<file path="config.mk">
export PLATFORM = sky130hd
export DESIGN_NAME = tbt_baseline
export DESIGN_NICKNAME = d
export VERILOG_FILES = /design/src/logic/tbt_pkg.sv /design/src/logic/tbt_baseline.sv
export VERILOG_INCLUDE_DIRS = /design/src /design/src/logic
export SDC_FILE = /design/constraint.sdc
export NUM_CORES = 1
export LEC_CHECK = 0
export ABC_AREA = 0
export BUFFER_PORTS_ARGS = -buffer_cell sky130_fd_sc_hd__buf_2
export CORE_MARGIN = 2
export CORE_UTILIZATION = 40
export CTS_CLUSTER_SIZE = 30
export DETAILED_ROUTE_END_ITERATION = 16
export PLACE_DENSITY = 0.66
export SYNTH_ARGS = -nofsm -noshare
export SYNTH_HDL_FRONTEND = slang
export SYNTH_SLANG_ARGS = --single-unit
</file>
<file path="constraint.sdc">
create_clock -name clk -period 10.2 [get_ports clk]
set_clock_uncertainty 0.05 [all_clocks]
set_input_delay 0.51 -clock clk [delete_from_list [all_inputs] [get_ports clk]]
set_output_delay 0.51 -clock clk [all_outputs]
set_load 0.005 [all_outputs]
</file>
<file path="src/logic/tbt_cfg.svh">
`ifndef TBT_CFG_SVH
`define TBT_CFG_SVH
// Purpose: Named constants for the touch baseline tracking block.
// Assumes: All signal values are 16 bits wide.
// Notes: Gain shifts set the threshold offset as a fraction of the reference.
`define TBT_WIDTH 16
`define TBT_CONFIRM 4
`define TBT_SHIFT_HIGH 6
`define TBT_SHIFT_MED 5
`define TBT_SHIFT_LOW 4
`define TBT_UP_STEP 1
`define TBT_DN_STEP 4
`define TBT_UP_INTERVAL 16
`define TBT_DN_INTERVAL 1
`define TBT_INTERVAL_MAX 256
`define TBT_ZERO16 16'h0000
`define TBT_MAX16 16'hffff
`define TBT_CNT_ZERO 8'h00
`define TBT_CONF_ZERO 3'h0
`endif

</file>
<file path="src/logic/tbt_pkg.sv">
// Purpose: Types shared by the touch baseline tracking block.
// Assumes: Nothing beyond the configuration header.
// Notes: Gain levels order from most to least sensitive.
package tbt_pkg;
  typedef enum logic [1:0] {GAIN_HIGH, GAIN_MED, GAIN_LOW} tbt_gain_t;
  typedef enum logic {ST_CAL, ST_RUN} tbt_state_t;
endpackage : tbt_pkg

</file>
<file path="src/logic/tbt_baseline.sv">
// Purpose: Reference tracking, ratiometric threshold and detect integrator of a touch sensor.
// Assumes: One raw burst result per raw_valid strobe; straps are static from power-up.
// Notes: Outputs ref, threshold and hysteresis lag the reference by one clock.
//
// What this block does
// Three gain levels chosen by a three-state strap: open, mid tie, low tie.
// An open strap selects high gain.
// Gain only changes the numeric threshold offset, not acquisition.
// All reference, threshold and drift arithmetic is 16 bits wide.
// Reference moves slowly toward raw signal only while nothing is detected.
// Reference steps are slew limited; threshold and hysteresis follow the reference.
// During a detection the reference is frozen.
// Reference follows falling signals faster than rising signals.
// Removed obstructions are tracked out quickly by the fast downward rate.
// Threshold is a fixed fraction above reference, recomputed continuously.
// Detection ends below threshold by half the reference to threshold delta.
// Four consecutive bursts above threshold declare detection; a miss clears count.
// Straps are sampled once after power-up only.
// Step sizes and intervals are parameters; downward rate well above upward.
`include "tbt_cfg.svh"

module tbt_baseline #(
  parameter int UP_STEP = `TBT_UP_STEP,
  parameter int DN_STEP = `TBT_DN_STEP,
  parameter int UP_INTERVAL = `TBT_UP_INTERVAL,
  parameter int DN_INTERVAL = `TBT_DN_INTERVAL
) (
  // Clock and reset
  input wire logic clk,
  input wire logic arst_n,
  // Burst results
  input wire logic raw_valid,
  input wire logic [15:0] raw_level,
  // Gain strap, already resolved into its two ties
  input wire logic strap_mid,
  input wire logic strap_low,
  // Results
  output logic detect,
  output logic [15:0] ref_level,
  output logic [15:0] thresh_level,
  output logic [15:0] hyst_level,
  output tbt_pkg::tbt_gain_t gain_level
);

  // A downward rate no faster than the upward one defeats obstruction recovery.
  if (UP_STEP < 1 || DN_STEP < 1 || UP_INTERVAL < 1 || DN_INTERVAL < 1 ||
      UP_INTERVAL > `TBT_INTERVAL_MAX || DN_INTERVAL > `TBT_INTERVAL_MAX ||
      DN_STEP * UP_INTERVAL <= UP_STEP * DN_INTERVAL ||
      UP_STEP > `TBT_MAX16 || DN_STEP > `TBT_MAX16) begin : g_bad_params
    $error("tbt_baseline: unusable step or interval parameters");
  end

  localparam logic [15:0] UP_STEP_W = 16'(UP_STEP);
  localparam logic [15:0] DN_STEP_W = 16'(DN_STEP);
  localparam logic [7:0] UP_LAST = 8'(UP_INTERVAL - 1);
  localparam logic [7:0] DN_LAST = 8'(DN_INTERVAL - 1);
  localparam logic [2:0] CONF_LAST = 3'(`TBT_CONFIRM - 1);

  // ****************************************
  // Strap capture
  // ****************************************
  logic strap_taken_reg;
  tbt_pkg::tbt_gain_t gain_reg;

  // Caught at the first edge after reset release, never again.
  always_ff @(posedge clk or negedge arst_n) begin
    if (!arst_n) begin
      strap_taken_reg <= 1'b0;
      gain_reg <= tbt_pkg::GAIN_HIGH;
    end else if (!strap_taken_reg) begin
      strap_taken_reg <= 1'b1;
      if (strap_low) begin
        gain_reg <= tbt_pkg::GAIN_LOW;
      end else if (strap_mid) begin
        gain_reg <= tbt_pkg::GAIN_MED;
      end else begin
        gain_reg <= tbt_pkg::GAIN_HIGH;
      end
    end
  end

  // ****************************************
  // Threshold arithmetic
  // ****************************************
  tbt_pkg::tbt_state_t state_reg;
  logic [15:0] ref_reg;
  logic [15:0] delta;
  logic [16:0] thr_sum;
  logic [15:0] thr_now;
  logic [15:0] hyst_now;
  logic above;
  logic below_hyst;

  // A ratio of the absolute level keeps sensitivity constant as the load drifts.
  always_comb begin
    case (gain_reg)
      tbt_pkg::GAIN_MED: delta = ref_reg >> `TBT_SHIFT_MED;
      tbt_pkg::GAIN_LOW: delta = ref_reg >> `TBT_SHIFT_LOW;
      default: delta = ref_reg >> `TBT_SHIFT_HIGH;
    endcase
    thr_sum = {1'b0, ref_reg} + {1'b0, delta};
    thr_now = thr_sum[16] ? `TBT_MAX16 : thr_sum[15:0];
    hyst_now = thr_now - {1'b0, delta[15:1]};
    above = raw_level > thr_now;
    below_hyst = raw_level < hyst_now;
  end

  // ****************************************
  // Calibration state
  // ****************************************
  // The first burst after the straps are read becomes the reference.
  always_ff @(posedge clk or negedge arst_n) begin
    if (!arst_n) begin
      state_reg <= tbt_pkg::ST_CAL;
    end else begin
      case (state_reg)
        tbt_pkg::ST_CAL: if (strap_taken_reg && raw_valid) state_reg <= tbt_pkg::ST_RUN;
        default: state_reg <= tbt_pkg::ST_RUN;
      endcase
    end
  end

  wire run_burst = raw_valid && state_reg == tbt_pkg::ST_RUN;

  // ****************************************
  // Detect integrator
  // ****************************************
  logic detect_reg;
  logic [2:0] conf_reg;

  always_ff @(posedge clk or negedge arst_n) begin
    if (!arst_n) begin
      detect_reg <= 1'b0;
      conf_reg <= `TBT_CONF_ZERO;
    end else if (run_burst) begin
      if (detect_reg) begin
        conf_reg <= `TBT_CONF_ZERO;
        if (below_hyst) detect_reg <= 1'b0;
      end else if (!above) begin
        conf_reg <= `TBT_CONF_ZERO;
      end else if (conf_reg == CONF_LAST) begin
        detect_reg <= 1'b1;
        conf_reg <= `TBT_CONF_ZERO;
      end else begin
        conf_reg <= conf_reg + 3'h1;
      end
    end
  end

  // ****************************************
  // Drift compensation
  // ****************************************
  logic [7:0] up_cnt_reg;
  logic [7:0] dn_cnt_reg;
  logic [15:0] up_gap;
  logic [15:0] dn_gap;

  always_comb begin
    up_gap = raw_level - ref_reg;
    dn_gap = ref_reg - raw_level;
  end

  wire track = run_burst && !detect_reg;
  wire go_up = track && raw_level > ref_reg;
  wire go_dn = track && raw_level < ref_reg;

  always_ff @(posedge clk or negedge arst_n) begin
    if (!arst_n) begin
      up_cnt_reg <= `TBT_CNT_ZERO;
      dn_cnt_reg <= `TBT_CNT_ZERO;
    end else if (track) begin
      up_cnt_reg <= (!go_up || up_cnt_reg == UP_LAST) ? `TBT_CNT_ZERO : up_cnt_reg + 8'h01;
      dn_cnt_reg <= (!go_dn || dn_cnt_reg == DN_LAST) ? `TBT_CNT_ZERO : dn_cnt_reg + 8'h01;
    end
  end

  // Slow rise avoids absorbing an approaching finger before it touches.
  always_ff @(posedge clk or negedge arst_n) begin
    if (!arst_n) begin
      ref_reg <= `TBT_ZERO16;
    end else if (state_reg == tbt_pkg::ST_CAL) begin
      if (strap_taken_reg && raw_valid) ref_reg <= raw_level;
    end else if (go_up && up_cnt_reg == UP_LAST) begin
      ref_reg <= ref_reg + ((up_gap < UP_STEP_W) ? up_gap : UP_STEP_W);
    end else if (go_dn && dn_cnt_reg == DN_LAST) begin
      ref_reg <= ref_reg - ((dn_gap < DN_STEP_W) ? dn_gap : DN_STEP_W);
    end
  end

  // ****************************************
  // Output registers
  // ****************************************
  logic [15:0] thresh_reg;
  logic [15:0] hyst_reg;
  logic [15:0] ref_out_reg;

  always_ff @(posedge clk or negedge arst_n) begin
    if (!arst_n) begin
      thresh_reg <= `TBT_ZERO16;
      hyst_reg <= `TBT_ZERO16;
      ref_out_reg <= `TBT_ZERO16;
    end else begin
      thresh_reg <= thr_now;
      hyst_reg <= hyst_now;
      ref_out_reg <= ref_reg;
    end
  end

  assign detect = detect_reg;
  assign ref_level = ref_out_reg;
  assign thresh_level = thresh_reg;
  assign hyst_level = hyst_reg;
  assign gain_level = gain_reg;

  // ****************************************
  // Assertions
  // ****************************************
  // The gain ratio restated from the registered outputs, apart from the threshold path.
  logic [15:0] out_delta;

  always_comb begin
    if (gain_reg == tbt_pkg::GAIN_LOW) begin
      out_delta = ref_out_reg >> `TBT_SHIFT_LOW;
    end else if (gain_reg == tbt_pkg::GAIN_MED) begin
      out_delta = ref_out_reg >> `TBT_SHIFT_MED;
    end else begin
      out_delta = ref_out_reg >> `TBT_SHIFT_HIGH;
    end
  end

  a_detect_confirm: assert property (@(posedge clk) disable iff (!arst_n)
    $rose(detect_reg) |-> $past(conf_reg) == CONF_LAST && $past(above) && $past(run_burst))
    else $error("detect rose without four confirmations");
  a_miss_clears: assert property (@(posedge clk) disable iff (!arst_n)
    run_burst && !detect_reg && !above |=> conf_reg == `TBT_CONF_ZERO)
    else $error("missed burst did not clear the count");
  a_ref_frozen: assert property (@(posedge clk) disable iff (!arst_n)
    detect_reg && state_reg == tbt_pkg::ST_RUN |=> $stable(ref_reg))
    else $error("reference moved during detection");
  a_up_slew: assert property (@(posedge clk) disable iff (!arst_n)
    $past(state_reg) == tbt_pkg::ST_RUN && ref_reg > $past(ref_reg) |->
    ref_reg - $past(ref_reg) <= UP_STEP_W && $past(raw_valid))
    else $error("upward step too large");
  a_dn_slew: assert property (@(posedge clk) disable iff (!arst_n)
    $past(state_reg) == tbt_pkg::ST_RUN && ref_reg < $past(ref_reg) |->
    $past(ref_reg) - ref_reg <= DN_STEP_W && ref_reg >= $past(raw_level))
    else $error("downward step too large or overshoots");
  a_dn_fast: assert property (@(posedge clk) disable iff (!arst_n)
    go_dn && dn_cnt_reg == DN_LAST |=> ref_reg < $past(ref_reg))
    else $error("downward tracking stalled");
  a_thresh_track: assert property (@(posedge clk) disable iff (!arst_n)
    ##1 thresh_reg >= ref_out_reg &&
    (thresh_reg == `TBT_MAX16 || thresh_reg - ref_out_reg == out_delta))
    else $error("threshold not slaved to reference");
  a_hyst_half: assert property (@(posedge clk) disable iff (!arst_n)
    detect_reg && run_burst && raw_level >= hyst_now |=> detect_reg)
    else $error("detection dropped above hysteresis level");
  a_gain_hold: assert property (@(posedge clk) disable iff (!arst_n)
    strap_taken_reg |=> $stable(gain_reg) && strap_taken_reg)
    else $error("gain changed after power-up");
  a_open_high: assert property (@(posedge clk) disable iff (!arst_n)
    $rose(strap_taken_reg) && !$past(strap_mid) && !$past(strap_low) |->
    gain_reg == tbt_pkg::GAIN_HIGH)
    else $error("open strap did not select high gain");

  c_detect_on: cover property (@(posedge clk) disable iff (!arst_n) $rose(detect_reg));
  c_detect_off: cover property (@(posedge clk) disable iff (!arst_n) $fell(detect_reg));
  c_ref_down: cover property (@(posedge clk) disable iff (!arst_n)
    state_reg == tbt_pkg::ST_RUN && ref_reg < $past(ref_reg));
  c_gain_low: cover property (@(posedge clk) disable iff (!arst_n)
    strap_taken_reg && gain_reg == tbt_pkg::GAIN_LOW);

endmodule : tbt_baseline

</file>
# Word level (Yosys, flattened, before mapping)
# Index checks and enable logic that the tools add are counted.
# totals
regBits	88
latchBits	0
ramBits	0
mem_bits_ro	0
output_inout_bits	51
elab_cells	67
mem_count	0
# op_classes
addsub	9
multipliers	0
div	0
order_cmp	6
eq_ne	5
shift	0
mux	21
bitwise	0
n_reduce_logical	15
# op_table
cell	n
16-bit 2-to-1 mux	7
16-bit subtractor	3
16-bit greater-than comparator	2
16-bit less-than comparator	2
12-bit one-hot mux with 2 select lines	1
16-bit by 16-bit adder with 17-bit output	1
16-bit adder	1
8-bit by 1-bit adder with 8-bit output (second input constant)	2
16-bit by 1-bit less-than comparator with 1-bit output (second input constant)	1
16-bit by 3-bit less-than comparator with 1-bit output (second input constant)	1
8-bit 2-to-1 mux	2
16-bit by 15-bit subtractor with 16-bit output	1
3-bit 2-to-1 mux	3
8-bit by 4-bit == test with 1-bit output (second input constant)	1
8-bit zero test	1
1-bit logical AND	7
1-bit 2-to-1 mux	7
3-bit by 1-bit adder with 3-bit output (second input constant)	1
3-bit by 2-bit == test with 1-bit output (second input constant)	1
1-bit zero test	3
3-bit by 1-bit inequality test with 1-bit output (second input constant)	1
2-bit by 1-bit == test with 1-bit output (second input constant)	1
2-bit == test (second input constant)	1
1-bit logical OR	2
other kinds (3)	3

# Depth between registers and ports, before layout
# depth
ltp_word	8
ltp_mapped	35

# Worst setup path after synthesis
# No wires, ideal clock.
# synth_timing
path_type	register to register
start	register gain_reg[0], in the netlist gain_level[0]
end	register detect_reg, in the netlist detect
setup_time_ns	0.121
t_arrival_ns	6.414
required_time_ns	10.029
slack_ns	3.615
path_stages_with_launch	36
n_path_buf	2
path_cell_list	dfrtp_1 -> inv_1 -> ha_1 -> clkbuf_1 -> a221oi_1 -> a21oi_1 -> ha_1 -> fa_1 -> a211oi_1 -> o21ai_1 -> a31oi_2 -> o211ai_1 -> nor3b_1 -> clkbuf_1 -> or2_2 -> inv_1 -> ha_1 -> inv_1 -> fa_1 -> a21o_1 -> a21oi_1 -> o21bai_1 -> a21oi_1 -> o21bai_1 -> a21o_1 -> a21o_1 -> a21oi_1 -> xor2_1 -> ha_1 -> a21o_1 -> a21o_1 -> a21oi_1 -> nor2_1 -> a21oi_1 -> nand3_1 -> a22o_1
# synth_via
elab_chain_len	8
elab_cells_between_ends	11
# synth_rtl
item	line	source
start: declaration	tbt_baseline.sv:63	tbt_pkg::tbt_gain_t gain_reg;
start signal: assignment	tbt_baseline.sv:69	gain_reg <= tbt_pkg::GAIN_HIGH;
start signal: assignment	tbt_baseline.sv:73	gain_reg <= tbt_pkg::GAIN_LOW;
start signal: assignment	tbt_baseline.sv:75	gain_reg <= tbt_pkg::GAIN_MED;
2-bit == test or 2-bit by 1-bit == test with 1-bit output (tied branches)	--	
12-bit one-hot mux with 2 select lines (*)	tbt_baseline.sv:96	case (gain_reg)
16-bit by 16-bit adder with 17-bit output (*)	tbt_baseline.sv:101	thr_sum = {1'b0, ref_reg} + {1'b0, delta};
16-bit 2-to-1 mux (*)	tbt_baseline.sv:102	thr_now = thr_sum[16] ? `TBT_MAX16 : thr_sum[15:0];
net thr_now[0]	tbt_baseline.sv:89	logic [15:0] thr_now;
16-bit by 15-bit subtractor with 16-bit output	tbt_baseline.sv:103	hyst_now = thr_now - {1'b0, delta[15:1]};
16-bit less-than comparator	tbt_baseline.sv:105	below_hyst = raw_level < hyst_now;
1-bit 2-to-1 mux	tbt_baseline.sv:138	if (below_hyst) detect_reg <= 1'b0;
1-bit 2-to-1 mux (*)	tbt_baseline.sv:136	if (detect_reg) begin
end signal: assignment	tbt_baseline.sv:133	detect_reg <= 1'b0;
end signal: assignment	tbt_baseline.sv:138	
end signal: assignment	tbt_baseline.sv:142	detect_reg <= 1'b1;
end: declaration	tbt_baseline.sv:128	logic detect_reg;
# Mark *: on every way through the listed nets, which the timed path passes. The rest lies on a longest branch.
# A chain may end at the register's enable or synchronous reset.

# Worst setup path after layout
# Ends and elaborated chain as after synthesis.

==> metrics.cfg <==
[run_status]
status = finished, final reports clean

[timing]
final.setup.tns_ps = 0
hold_viol_final = 0
period_share_pct = 71.34
max_freq_ghz = 0.1374
hold_ws_ps = 382.5
setup_viol = 0
drv_slew = 0
max_slew_margin_pct = 24.54
tightest_slew_ps = 1132
rsz0062_at_grt = false
period_needed_ps = 7276

[yosys]
synth_top_area_share_pct = 27.35
synthArstFlopShare_pct = 100.0
synth_common_cells = ha_1 (109), inv_1 (93), dfrtp_1 (88)
yosys_most_used_dff = dfrtp_1
synthesis.area_sq_um = 8053
yosysTopAreaCell = dfrtp_1
post-synth-top-count-cell = ha_1
syn_inst = 949
synth_seq_cells = 88
ys_seq_area_share_pct = 27.35
syn_avg_cell_area_sq_um = 8.485
synth_edf_count = 0
synth_fp_nets = 1084
synth.area.top_cells = dfrtp_1 (27%), ha_1 (17%), a21oi_1 (5.1%)
synth_cell_types = 80
ys_warn_count = 0

[place]
hpwlAfterDp_microns = 16530
gp_congestion = 0.9514
dpl.cell_count = 1252
portBuffers = 71

[detailed_routing]
dr.pass1.iters = 5
ant_nets = 0
first_iter_violations = 485
num_vias = 7032
wl_microns = 21080
route.detailed.drc = 0
via_per_inst = 5.541
wire_per_inst_microns = 16.61

[pwr]
power.density_nw_per_um2 = 379.1
total_leakage_power_nw = 4.313
finalPower_mw = 3.371
ir_worst_vdd_uv = 227.6

[critical_path]
cpMostUsedCell = a21oi_1
max_stage_delay_ps = 520
crit_fanout = 21
startpoint = gain_level[0]
path_class = reg -> reg
required_ps = 10390
r2r_end = detect
critPathLaunchType = flop
r2r_start = gain_level[0]
r2r.worst_path.cells = 33
regToRegSetupSlack_ps = 2920
endpoint_kind = flop
crit_arrival_ps = 7460
worst_path_max_delay_cell = ha_1

[final_layout]
nNetsFinal = 1134
final_cells = 1269
n_antenna_cell = 0
area_delta_synth_final_pct = 10.44
layout-drive-gt1-share_pct = 12.55
fin_util_pct = 45.40

[global_route]
grt_pass1_vias = 6802
antenna_found_initial = 0
grt_pass1_wl_microns = 34930
grt_start_max_net_pins = 73
grt_usage_pct = 20.18
grt_overflow = 0

[cts]
cts_tree = yes
h-tree-depth = 3
clkTransAtPathRegs_ps = 60
cts_buffers = 9
clockBufferDepth = 2
insertion_delay_ps = 350
root_buffer = clkbuf_16
cts_resized = 0
cts_sinks = 88

[die]
die_area_sq_um = 21280
die_h_microns = 145.9
num_rows = 51
die_x_microns = 145.9
ios = 72
core_sq_um = 19590
start_util_pct = 41.11

[worst_hold_path]
hp-start = strap_low
min_to = gain_level[1]
hold_depth = 2
hold_class = in -> reg

[job]
max_cap_violations = 0

[worst max path at each step]
stage / endpoint / slack [ps]
finish: detect / 2920
global placement: detect / 3180
CTS: detect / 3000
global route: detect / 2280
detailed placement: detect / 3030
floorplan: detect / 3620
[cells in the final DEF (no fill, tap or decap), types with 16 or more instances in the layout]
cell       n
nand3_1   22
nor2_1    42
o21ai_0   70
mux2i_1   16
a21oi_1   82
buf_2     70
or2_2     16
nand2_1   86
a21o_1    23
ha_1     109
xor2_1    21
dfrtp_1   88
inv_1     93
xnor2_1   36
[per-layer routing]
metal | wire (microns) | vias up | track usage, %
met4 | 639 | 0 | 7.990
met3 | 802 | 43 | 2.884
met2 | 9683 | 171 | 32.71
met5 | 0 | - | 0
met1 | 9949 | 3354 | 27.18
li1 | - | 3464 | -
[worst max-delay path: cells and delay by family (launching register included)]
kind / cells / cell delay (ps)
compound gates: 19 / 3620
fa+ha+maj: 6 / 2030
simple gates: 4 / 710
flops: 1 / 390
buf+inv: 3 / 180
xor+xnor: 1 / 180
[cell type report]
type / count / area (sq um)
clock buffer: 11 / 232.7
fill: 1979 / 10700
tap: 265 / 331.6
inverter: 93 / 349.1
timing repair buffer: 75 / 390.4
sequential: 88 / 2202
multi-input combinational: 732 / 5331
clock inverter: 5 / 56.30
[through the flow]
stage,area [sq um],setup slack [ps]
2_1_floorplan,8053,3615
3_3_place_gp,8594,3175
3_5_place_dp,8594,3029
4_1_cts,8894,2999
5_1_grt,8894,2283
6_report,8894,2924
[power breakdown]
group          internal [mW]  switching (mW)  total, mW
sequential             0.491           0.121      0.613
combinational           1.05            1.38       2.43
clock                  0.190           0.140      0.330
total                   1.73            1.64       3.37
[logic make-up (layout without fill, tap and decap cells)]
group	Yosys count	in the layout	synth area share, %
xor gates and xnor gates	57	57	6.200
DFF	88	88	27.35
and+or+nand+nor	250	250	15.96
other	1	1	0.04657
muxes	20	20	2.548
AOI/OAI and AO/OA	290	290	23.28
buffers and inverters	129	184	6.448
adders and majority gates	114	114	18.18
[timing repair]
action,CTS,global route
hold buffers,1,0
hold endpoints to repair,16,0
setup endpoints to repair,0,0
setup buffers,0,0
No activity file was read; power rests on OpenSTA's default activity.
